### config.mk
export PLATFORM = sky130hd
export DESIGN_NAME = spot_top
export DESIGN_NICKNAME = d
export VERILOG_FILES = /design/src/inc/spot_pkg.sv /design/src/inc/spot_tick_if.sv /design/src/verilog/spot_ref_timer.sv /design/src/verilog/spot_top.sv
export VERILOG_INCLUDE_DIRS = /design/src /design/src/inc
export SDC_FILE = /design/constraint.sdc
export NUM_CORES = 1
export LEC_CHECK = 0
export BUFFER_PORTS_ARGS = -buffer_cell sky130_fd_sc_hd__clkbuf_2
export CAP_MARGIN = 30
export CORE_MARGIN = 4
export CORE_UTILIZATION = 40
export CTS_CLUSTER_DIAMETER = 200
export DETAILED_ROUTE_END_ITERATION = 6
export GPL_TIMING_DRIVEN = 0
export PLACE_DENSITY = 0.61
export REMOVE_ABC_BUFFERS = 1
export SLEW_MARGIN = 5
export SYNTH_ARGS = -nofsm -noshare
export SYNTH_HDL_FRONTEND = slang
export SYNTH_SLANG_ARGS = --single-unit
### constraint.sdc
create_clock -name I_SYS_CLK -period 4.2 [get_ports I_SYS_CLK]
set_clock_uncertainty 0.15 [all_clocks]
set_input_delay 0.21 -clock I_SYS_CLK [delete_from_list [all_inputs] [get_ports I_SYS_CLK]]
set_output_delay 0.21 -clock I_SYS_CLK [all_outputs]
set_load 0.02 [all_outputs]
### src/inc/spot_regs.svh
// Register indices, field positions, reset values and timing counts
// for the self polling on-time block. Definitions only.
`ifndef SPOT_REGS_SVH
`define SPOT_REGS_SVH

// Register byte addresses; each register answers on data lane 0, except COUNT, which reads on lanes 0 and 1
`define SPOT_IDX_A_LOW    10'h09c
`define SPOT_IDX_A_HIGH   10'h09d
`define SPOT_IDX_B_LOW    10'h09e
`define SPOT_IDX_B_HIGH   10'h09f
`define SPOT_IDX_C_LOW    10'h0a0
`define SPOT_IDX_C_HIGH   10'h0a1
`define SPOT_IDX_D_LOW    10'h0a2
`define SPOT_IDX_D_HIGH   10'h0a3
`define SPOT_IDX_CTRL     10'h0b0
`define SPOT_IDX_DIVISOR  10'h0b1
`define SPOT_IDX_STATUS   10'h0b2
`define SPOT_IDX_COUNT    10'h0b3

// Reset values
`define SPOT_RST_LOW      8'h01
`define SPOT_RST_HIGH     6'h00
`define SPOT_RST_DIVISOR  8'h01
`define SPOT_RST_SELECT   2'h0

// Field positions
`define SPOT_HIGH_MSB     5
`define SPOT_CTRL_RUN     0
`define SPOT_CTRL_SEL_LSB 2
`define SPOT_CTRL_SEL_MSB 3
`define SPOT_STAT_ACTIVE  0
`define SPOT_STAT_CFG_LSB 1
`define SPOT_STAT_CFG_MSB 2

// Timing: system cycles per prescaler period, max on-time periods
`define SPOT_PRESCALE     64
`define SPOT_MAX_PERIODS  15'h4000

`endif

### src/inc/spot_pkg.sv
// Types shared by the self polling on-time block.
// Assumes the constants of spot_regs.svh are included where needed.
package spot_pkg;

  typedef logic [13:0] spot_value_t;
  typedef logic [14:0] spot_count_t;

  typedef enum logic [1:0] {
    SPOT_CFG_A = 2'b00,
    SPOT_CFG_B = 2'b01,
    SPOT_CFG_C = 2'b10,
    SPOT_CFG_D = 2'b11
  } spot_cfg_e;

  typedef enum logic [0:0] {
    SPOT_ST_IDLE = 1'b0,
    SPOT_ST_ON   = 1'b1
  } spot_state_e;

endpackage

### src/inc/spot_tick_if.sv
// Link between the on-time counter and its reference timer.
// Assumes both ends share one system clock.
`timescale 1ns/100ps

interface spot_tick_if;
  logic       clr;
  logic [7:0] divisor;
  logic       tick;

  modport timer (input clr, input divisor, output tick);
  modport user  (output clr, output divisor, input tick);
endinterface

### src/verilog/spot_ref_timer.sv
// Reference timer: one tick every prescale times divisor system cycles.
// Assumes clr is held by the user whenever no on phase runs.
`timescale 1ns/100ps
`include "spot_regs.svh"

module spot_ref_timer #(
  parameter int PRESCALE = `SPOT_PRESCALE
) (
  input  wire logic   i_clk,
  input  wire logic   i_rst,
  spot_tick_if.timer  tick_if
);

  localparam int PW = $clog2(PRESCALE);

  if (PRESCALE < 2 || (1 << PW) != PRESCALE) begin : g_chk
    $error("PRESCALE must be a power of two, at least 2");
  end

  logic [PW-1:0] pre_ff;
  logic [7:0]    div_ff;
  logic          tick_ff;
  logic          pre_wrap;
  logic          div_wrap;

  assign pre_wrap = (pre_ff == PW'(PRESCALE - 1));
  // Divisor 0 wraps at 255, giving 256 periods
  assign div_wrap = (div_ff == (tick_if.divisor - 8'h01));

  always_ff @(posedge i_clk) begin
    if (i_rst || tick_if.clr) begin
      pre_ff <= '0;
    end else begin
      pre_ff <= pre_ff + PW'(1);
    end
  end

  always_ff @(posedge i_clk) begin
    if (i_rst || tick_if.clr) begin
      div_ff <= 8'h00;
    end else if (pre_wrap) begin
      div_ff <= div_wrap ? 8'h00 : div_ff + 8'h01;
    end
  end

  always_ff @(posedge i_clk) begin
    if (i_rst || tick_if.clr) begin
      tick_ff <= 1'b0;
    end else begin
      tick_ff <= pre_wrap && div_wrap; // RULE_07
    end
  end

  assign tick_if.tick = tick_ff;

endmodule

### src/verilog/spot_top.sv
// Self polling on-time set values and on-time counter, Wishbone slave.
// Assumes a sequencer pulses I_ON_START to open each on phase.
//
// The implementer's own choice: register access over Wishbone.
`timescale 1ns/100ps
`include "spot_regs.svh"

// Contract
// RULE_01: Each configuration value is high six bits over low eight bits.
// RULE_02: On phase lasts set value times reference timer periods.
// RULE_03: Value 1 gives one period, 3FFFh gives 16383, linear between.
// RULE_04: Value zero gives the longest on-time, 16384 periods.
// RULE_05: After reset low registers read 01h, high registers 00h.
// RULE_06: Four independent pairs, lower byte first, byte addresses 09C to 0A3.
// RULE_07: Reference period is 64 system cycles times divisor register.
// RULE_08: Two-bit select: A, A+B, A to C, or all four configurations.
// RULE_09: Counter loads current value at phase start, ends at terminal.
module spot_top #(
  parameter int PRESCALE = `SPOT_PRESCALE,
  parameter int ADR_W    = 12
) (
  input  wire logic              I_SYS_CLK,
  input  wire logic              I_RST,
  input  wire logic              I_WB_CYC,
  input  wire logic              I_WB_STB,
  input  wire logic              I_WB_WE,
  input  wire logic [ADR_W-1:0]  I_WB_ADR,
  input  wire logic [3:0]        I_WB_SEL,
  input  wire logic [31:0]       I_WB_DAT,
  input  wire logic              I_ON_START,
  output logic                   O_WB_ACK,
  output logic [31:0]            O_WB_DAT,
  output logic                   O_ON_ACTIVE,
  output logic                   O_ON_DONE,
  output logic [1:0]             O_CFG_SEL
);

  if (ADR_W < 11) begin : g_chk
    $error("ADR_W must exceed the ten register address bits");
  end

  // Register storage
  logic [7:0]               low_ff [4];
  logic [5:0]               high_ff [4];
  logic                     run_ff;
  logic [1:0]               select_ff;
  logic [7:0]               divisor_ff;

  // Counter state
  spot_pkg::spot_state_e    state_ff;
  spot_pkg::spot_state_e    nxt_state;
  spot_pkg::spot_cfg_e      cfg_ff;
  spot_pkg::spot_count_t    count_ff;
  logic                     done_ff;
  logic                     active_ff;

  // Bus state
  logic                     ack_ff;
  logic [31:0]              rdata_ff;
  logic [9:0]               idx;
  logic                     req;
  logic                     wr_en;
  logic                     start_ok;
  logic                     phase_end;

  spot_tick_if              tick_if ();

  // 14-bit value of one configuration
  function automatic spot_pkg::spot_value_t value_of(input logic [7:0] lo,
      input logic [5:0] hi);
    value_of = {hi, lo}; // RULE_01
  endfunction

  // Periods to count for a set value; zero stands for the maximum
  function automatic spot_pkg::spot_count_t periods_of(
      input spot_pkg::spot_value_t v);
    if (v == 14'h0000) begin
      periods_of = `SPOT_MAX_PERIODS; // RULE_04
    end else begin
      periods_of = {1'b0, v}; // RULE_03
    end
  endfunction

  // Configuration that follows c for a select code; back to A after the last one taking part
  function automatic spot_pkg::spot_cfg_e next_cfg(
      input spot_pkg::spot_cfg_e c, input logic [1:0] sel);
    if (c >= spot_pkg::spot_cfg_e'(sel)) begin
      next_cfg = spot_pkg::SPOT_CFG_A; // RULE_08
    end else begin
      next_cfg = spot_pkg::spot_cfg_e'(c + 2'b01); // RULE_08
    end
  endfunction

  // Index of a pair register: bit 0 picks high, the rest the config
  function automatic logic pair_hit(input logic [9:0] i);
    pair_hit = (i >= `SPOT_IDX_A_LOW) && (i <= `SPOT_IDX_D_HIGH); // RULE_06
  endfunction

  function automatic logic [1:0] pair_cfg(input logic [9:0] i);
    logic [9:0] d;
    d = i - `SPOT_IDX_A_LOW;
    pair_cfg = d[2:1];
  endfunction

  // Bus decode
  // Byte addresses above the map fold onto an unused index
  assign idx   = (I_WB_ADR[ADR_W-1:10] == '0) ? I_WB_ADR[9:0] : 10'h3ff;
  assign req   = I_WB_CYC && I_WB_STB && !ack_ff;
  assign wr_en = req && I_WB_WE && I_WB_SEL[0];

  // One wait-free cycle: ack follows the request edge, drops after
  always_ff @(posedge I_SYS_CLK) begin
    if (I_RST) begin
      ack_ff <= 1'b0;
    end else begin
      ack_ff <= req;
    end
  end

  // Low value registers
  always_ff @(posedge I_SYS_CLK) begin
    if (I_RST) begin
      for (int k = 0; k < 4; k++) begin
        low_ff[k] <= `SPOT_RST_LOW; // RULE_05
      end
    end else if (wr_en && pair_hit(idx) && !idx[0]) begin
      low_ff[pair_cfg(idx)] <= I_WB_DAT[7:0]; // RULE_06
    end
  end

  // High value registers, six bits wide
  always_ff @(posedge I_SYS_CLK) begin
    if (I_RST) begin
      for (int k = 0; k < 4; k++) begin
        high_ff[k] <= `SPOT_RST_HIGH; // RULE_05
      end
    end else if (wr_en && pair_hit(idx) && idx[0]) begin
      high_ff[pair_cfg(idx)] <= I_WB_DAT[`SPOT_HIGH_MSB:0]; // RULE_01
    end
  end

  // Control register
  always_ff @(posedge I_SYS_CLK) begin
    if (I_RST) begin
      run_ff    <= 1'b0;
      select_ff <= `SPOT_RST_SELECT;
    end else if (wr_en && idx == `SPOT_IDX_CTRL) begin
      run_ff    <= I_WB_DAT[`SPOT_CTRL_RUN];
      select_ff <= I_WB_DAT[`SPOT_CTRL_SEL_MSB:`SPOT_CTRL_SEL_LSB];
    end
  end

  // Reference timer divisor
  always_ff @(posedge I_SYS_CLK) begin
    if (I_RST) begin
      divisor_ff <= `SPOT_RST_DIVISOR;
    end else if (wr_en && idx == `SPOT_IDX_DIVISOR) begin
      divisor_ff <= I_WB_DAT[7:0]; // RULE_07
    end
  end

  // Read data; unmapped indices read as zero and are still acked
  always_ff @(posedge I_SYS_CLK) begin
    if (I_RST) begin
      rdata_ff <= 32'h0000_0000;
    end else if (req && !I_WB_WE) begin
      if (pair_hit(idx) && !idx[0]) begin
        rdata_ff <= {24'h00_0000, low_ff[pair_cfg(idx)]};
      end else if (pair_hit(idx)) begin
        rdata_ff <= {26'h000_0000, high_ff[pair_cfg(idx)]};
      end else if (idx == `SPOT_IDX_CTRL) begin
        rdata_ff <= {28'h000_0000, select_ff, 1'b0, run_ff};
      end else if (idx == `SPOT_IDX_DIVISOR) begin
        rdata_ff <= {24'h00_0000, divisor_ff};
      end else if (idx == `SPOT_IDX_STATUS) begin
        rdata_ff <= {29'h0000_0000, cfg_ff, state_ff == spot_pkg::SPOT_ST_ON};
      end else if (idx == `SPOT_IDX_COUNT) begin
        rdata_ff <= {17'h0_0000, count_ff};
      end else begin
        rdata_ff <= 32'h0000_0000;
      end
    end
  end

  // Sequencing
  assign start_ok  = run_ff && I_ON_START;
  assign phase_end = (state_ff == spot_pkg::SPOT_ST_ON) && tick_if.tick
                     && (count_ff == 15'h0001);

  always_comb begin
    nxt_state = state_ff;
    unique case (state_ff)
      spot_pkg::SPOT_ST_IDLE: begin
        if (start_ok) begin
          nxt_state = spot_pkg::SPOT_ST_ON;
        end
      end
      spot_pkg::SPOT_ST_ON: begin
        if (!run_ff || phase_end) begin
          nxt_state = spot_pkg::SPOT_ST_IDLE; // RULE_09
        end
      end
    endcase
  end

  always_ff @(posedge I_SYS_CLK) begin
    if (I_RST) begin
      state_ff <= spot_pkg::SPOT_ST_IDLE;
    end else begin
      state_ff <= nxt_state;
    end
  end

  // Phase counter: load at start, one step per reference tick
  always_ff @(posedge I_SYS_CLK) begin
    if (I_RST) begin
      count_ff <= 15'h0000;
    end else if (state_ff == spot_pkg::SPOT_ST_IDLE && start_ok) begin
      count_ff <= periods_of(value_of(low_ff[cfg_ff],
                                      high_ff[cfg_ff])); // RULE_09
    end else if (state_ff == spot_pkg::SPOT_ST_ON && tick_if.tick) begin
      count_ff <= count_ff - 15'h0001; // RULE_02
    end
  end

  // Current configuration; moves on after each finished phase
  always_ff @(posedge I_SYS_CLK) begin
    if (I_RST) begin
      cfg_ff <= spot_pkg::SPOT_CFG_A;
    end else if (!run_ff) begin
      cfg_ff <= spot_pkg::SPOT_CFG_A;
    end else if (phase_end) begin
      cfg_ff <= next_cfg(cfg_ff, select_ff); // RULE_08
    end
  end

  always_ff @(posedge I_SYS_CLK) begin
    if (I_RST) begin
      done_ff <= 1'b0;
    end else begin
      done_ff <= phase_end; // RULE_02
    end
  end

  // Registered twin of the state so the port comes from a flip-flop
  always_ff @(posedge I_SYS_CLK) begin
    if (I_RST) begin
      active_ff <= 1'b0;
    end else begin
      active_ff <= nxt_state == spot_pkg::SPOT_ST_ON; // RULE_02
    end
  end

  // Timer restarts with each phase so the first period is whole
  assign tick_if.clr     = (state_ff != spot_pkg::SPOT_ST_ON);
  assign tick_if.divisor = divisor_ff;

  spot_ref_timer #(
    .PRESCALE (PRESCALE)
  ) u_ref_timer (
    .i_clk    (I_SYS_CLK),
    .i_rst    (I_RST),
    .tick_if  (tick_if)
  );

  // Outputs straight from flip-flops
  assign O_WB_ACK    = ack_ff;
  assign O_WB_DAT    = rdata_ff;
  assign O_ON_ACTIVE = active_ff;
  assign O_ON_DONE   = done_ff;
  assign O_CFG_SEL   = cfg_ff;

endmodule

---- Word-level counts from Yosys, hierarchy flattened ----
Memories as Yosys holds them, arrays and structs flattened. A register that Yosys moved wholly into a read port is not among the register bits.
Cells that the tools add are included.
Widths: inputs -> output; s select.
storage, ports and cells
  bits in writable memories ............... 56
  bits in registers ....................... 78
  memories kept ........................... 2
  word-level logic and storage cells ...... 94
  output and inout port bits .............. 37
memories
  name     depth  width  read ports  clocked after memory_dff  wr ports  RTL line        text
  low_ff   4      8      2           1                         4         spot_top.sv:43  logic [7:0] low_ff [4];
  high_ff  4      6      2           1                         4         spot_top.sv:44  logic [5:0] high_ff [4];
operators by class
  muxes and demuxes ....................... 33
  equality and inequality tests ........... 7
  bitwise gates (word level) .............. 2
  $add $sub $neg .......................... 6
  reduce and logical (&&, ||, !) cells .... 29
  $lt $le $gt $ge ......................... 3
operators with widths
  operator               count
  $mux 15                9
  $eq 10x8->1 const B    4
  $logic_and 1x1->1      17
  $mux 8                 2
  $eq 15x1->1 const B    1
  $sub 15x1->15 const B  1
  $logic_not 14->1       1
  $mux 2                 7
  $mux 1                 12
  $ge 10x8->1 const B    1
  $le 10x8->1 const B    1
  $mux 10                1
  $add 8x1->8 const B    1
  $eq 8x8->1             1
  $reduce_or 8->1        1
  $sub 8x1->8 const B    1
  $add 6x1->6 const B    1
  $eq 6x6->1 const B     1
  $mux 6                 1
  $reduce_or 6->1        1
  $logic_not 1->1        4
  $sub 3x3->3 const B    1
  $add 2x1->2 const B    1
  $ge 2x2->1             1
  other kinds (6)        8

---- Depth between registers and ports, before layout ----
  depth in word-level cells ............... 11
  mapped depth ............................ 8

---- By module ----
A second synthesis with hierarchy kept.
second synthesis, totals
  cell total of the unflattened synthesis .. 636
  area total of the unflattened synthesis .. 6313.6 um^2
by module, submodules not included
  module          cells each  area each (um^2)  sequential area each (um^2)  times used
  spot_top        535         5429.0            2642.5                       1
  spot_ref_timer  101         884.6             300.3                        1

---- Worst setup path after synthesis ----
OpenSTA, ideal clock, no wires.
  path type ............................... in2reg
  start point ............................. in I_WB_ADR[6]
  end point ............................... mem high_ff[3][0] (enable)
  setup time .............................. 389 ps
  data required time ...................... 3661 ps
  setup slack ............................. 1461 ps
  stages .................................. 4
  path buffers ............................ 0
  data arrival time ....................... 2201 ps
  cell sequence ........................... or4b_2 -> nor2_1 -> nand3_1 -> o41ai_1
RTL lines
  item         RTL line        text
  from (decl)  spot_top.sv:27  input wire logic [ADR_W-1:0] I_WB_ADR,
  to (decl)    spot_top.sv:44

==> impl_results.md <==
* Worst VDD drop at 0.388 mV
* CTS tree: built
* Die area at 0.0183 sq mm
* Routed Antenna Nets at 0
* Global-route wire length before repair at 27700 microns
* # DRC at 0
* Post-synthesis sequential area ratio at 45.5%
* Layout cell share with drive strength beyond 1 at 16.6%
* Clock Path Buffers at 2
* Total power at 2870 uW
* Clock power share at 50.5%
* Nets at 746
* CP Launch Type: primary input
* CTS Sinks at 119
* Core area at 0.0159 sq mm
* CTS Buf Count at 17
* PD cells at 383 mW/mm^2
* Slew Limit Headroom at 35.6%
* Outcome: finished, final reports clean
* Post-CTS resize count at 0
* R2r endpoint: low_ff[2][5]
* Combinational Power Share at 6.1%
* Initial DRC count at 509
* Initial antenna violation count at 0
* Worst EP arrival at 3.07 ns
* Mean post-synth cell area at 10.0 sq um
* Leak Pwr at 0.00273 uW
* Non-Filler Cell Area, Final at 0.00751 sq mm
* DIE WIDTH at 135 microns
* Initial core utilization at 40.7%
* Clk Latency, worst-skew pair at 0.43 ns
* Total I/O pin count at 91
* Synthesized flop and latch total at 119
* Pint at 2220 uW
* Period utilisation layout at 73.7%
* Psw at 651 uW
* Final WL at 18100 microns
* Worst-path clk slew at 0.06 ns
* Drt pass-1 iters at 7
* Synth top area share at 26.0%
* Vias in the first global route at 5100
* Worst Path Class, Setup: primary input to flip-flop
* CTS H-tree depth at 4
* WL/cell at 19.8 microns
* Warnings, synthesis at 0
* Dpl hpwl at 12900 microns
* Worst min-delay path class: primary input to flip-flop
* Pin count of the biggest net entering global routing at 44
* Post-synth EDFFs at 56
* Worst setup startpoint: I_WB_ADR[2]
* Cell Rows at 46
* Cell count after synthesis at 644
* Sw frac at 22.7%
* Register-to-register setup slack at 1.13 ns
* Fillers at 1512
* Hold Vio Cnt, Final at 0
* Placed instance area at 0.00683 sq mm
* Antenna cell count at 0
* R2R depth at 5
* Vias per std cell at 5.79
* Worst Setup End Kind: flip-flop
* Post-Syn Area at 0.00646 sq mm
* Worst slew pin tran at 0.955 ns
* RePlAce Congestion at 0.877
* Worst hold slack at 0.0483 ns
* Worst Slack Setup Final at 1.11 ns
* CP max FO at 25
* RSZ-0062 raised after global routing: false
* Synth Flop Type: dfxtp_1
* CP required at 4.18 ns
* Max-Cap Viols at 0
* Final Slew Violations at 0
* Final setup viols at 0
* Worst setup path end: low_ff[2][5]
* Max frequency at 323 MHz
* IO buf count at 46
* Via count at 5293
* Setup TNS at 0 ns
* CTS root buf: clkbuf_16
* Gr ovfl total at 0
* Async set or reset register ratio after synthesis at 0%
* Synth area leader: edfxtp_1
* Reg power frac at 43.5%
* Dominant cells by area after synthesis: edfxtp_1, dfxtp_1, and2_1, mux4_2, mux2i_1
* Setup Slack @ Placement at 0.742 ns
* Worst R2R Start: O_WB_ACK
* Die H at 135 microns
* Area grow syn2layout at 16.1%
* All-Layer GR Usage at 20.0%
* Tmin final at 3.09 ns
* Netlist cell types at 71
worst min-delay path by stage:
stage | slack (ns) | depth (start not counted) | startpoint | endpoint
after floorplan | 0.13 | 1 | I_RST | count_ff[12]
after global placement | 0.28 | 1 | u_ref_timer.pre_ff[0] | u_ref_timer.pre_ff[0]
after detailed placement | 0.29 | 1 | u_ref_timer.pre_ff[0] | u_ref_timer.pre_ff[0]
after CTS | 0.03 | 3 | I_WB_DAT[1] | divisor_ff[1]
after global routing | 0.05 | 3 | I_WB_DAT[1] | divisor_ff[1]
final | 0.05 | 3 | I_WB_DAT[1] | divisor_ff[1]
logic make-up (layout without fill, tap and decap cells):
logic type      after synthesis  count (layout)  synth area share (%)
other cells                   1              17                0.0580
flops                       119             119                  45.5
compound gates              123             123                  13.5
mux                          41              41                  8.89
buf+inv                      66             104                  4.88
fa+ha+maj                     7               7                  1.35
xor+xnor                     31              31                  4.20
simple gates                256             256                  21.6
cell type report:
type / count / area [sq um] / share of cell area, %
flip-flops and latches: 119 / 2940 / 39.2
well taps: 216 / 270 / 3.60
inverters: 13 / 48.8 / 0.650
clock buffers: 23 / 489 / 6.52
clock inverters: 9 / 100 / 1.33
multi-input cells: 475 / 3270 / 43.6
repair buffers: 59 / 383 / 5.10
critical path: stages:
cell      delay (ns)
clkbuf_2        0.35
or3_1           0.59
o22ai_1         0.42
nand4_1         0.36
o21ai_0         0.83
buf_2           0.30
cell usage in the layout, fill, tap and decap left out, types with 4 or more instances in the layout:
master,instances
nor2_1,70
dfxtp_1,63
and2_1,57
edfxtp_1,56
clkbuf_2,46
nand2_1,33
mux2i_1,27
o21ai_0,23
a21oi_1,22
nor3_1,21
clkbuf_16,18
conb_1,17
xor2_1,16
nand3_1,15
xnor2_1,15
mux4_2,13
inv_1,12
a22oi_1,12
a211oi_1,12
nand4_1,7
nor4_1,7
ha_1,7
or3_1,6
o22ai_1,5
and3_1,5
a221o_1,5
a31oi_1,5
clkinv_2,5
dlygate4sd3_1,5
nand2b_1,4
o211ai_1,4
buf_4,4
sequential cells by signal, indices dropped and copies added, names as in the netlist, named ones only:
signal                    count
O_CFG_SEL                     2
O_ON_ACTIVE                   1
O_ON_DONE                     1
O_WB_ACK                      1
O_WB_DAT                     15
count_ff                     15
divisor_ff                    8
high_ff                      24
low_ff                       32
run_ff                        1
select_ff                     2
u_ref_timer.div_ff            8
u_ref_timer.pre_ff            6
u_ref_timer.tick_if.tick      1
per-layer routing:
layer	GRT usage [%]	part of all wire (%)	up-vias
met5	0	0	-
met4	7.67	2.4	0
met3	4.14	7.3	44
met2	33.2	48	244
met1	25.7	42	2557
li1	-	-	2448
power groups by stage:
stage	Combinational [uW]	Sequential, uW	Clock [uW]
final	174	1250	1450
after global routing	185	1250	1520
after CTS	167	1250	1460
after detailed placement	163	1270	0
after global placement	156	1270	0
after floorplan	81.2	1270	0
synthesized netlist by cell type, types with 6 or more instances:
master / number
a211oi_1: 12
a21oi_1: 22
a22oi_1: 12
and2_1: 57
buf_4: 17
clkbuf_1: 28
dfxtp_1: 63
edfxtp_1: 56
ha_1: 7
inv_1: 12
mux2i_1: 27
mux4_2: 13
nand2_1: 33
nand3_1: 15
nand4_1: 7
nor2_1: 70
nor3_1: 21
nor4_1: 7
o21ai_0: 23
or3_1: 6
xnor2_1: 15
xor2_1: 16
per-stage QoR:
step	util [%]	std cells
floorplan	-	607
global placement	42.5	869
detailed placement	43.0	875
CTS	47.0	912
global route	47.3	914
finish	47.3	914
timing repair:
action,in CTS,in global routing
hold buffers,5,0
buffers inserted,0,0
endpoints found under the hold margin,8,0
No activity file was read; power rests on OpenSTA's default activity.
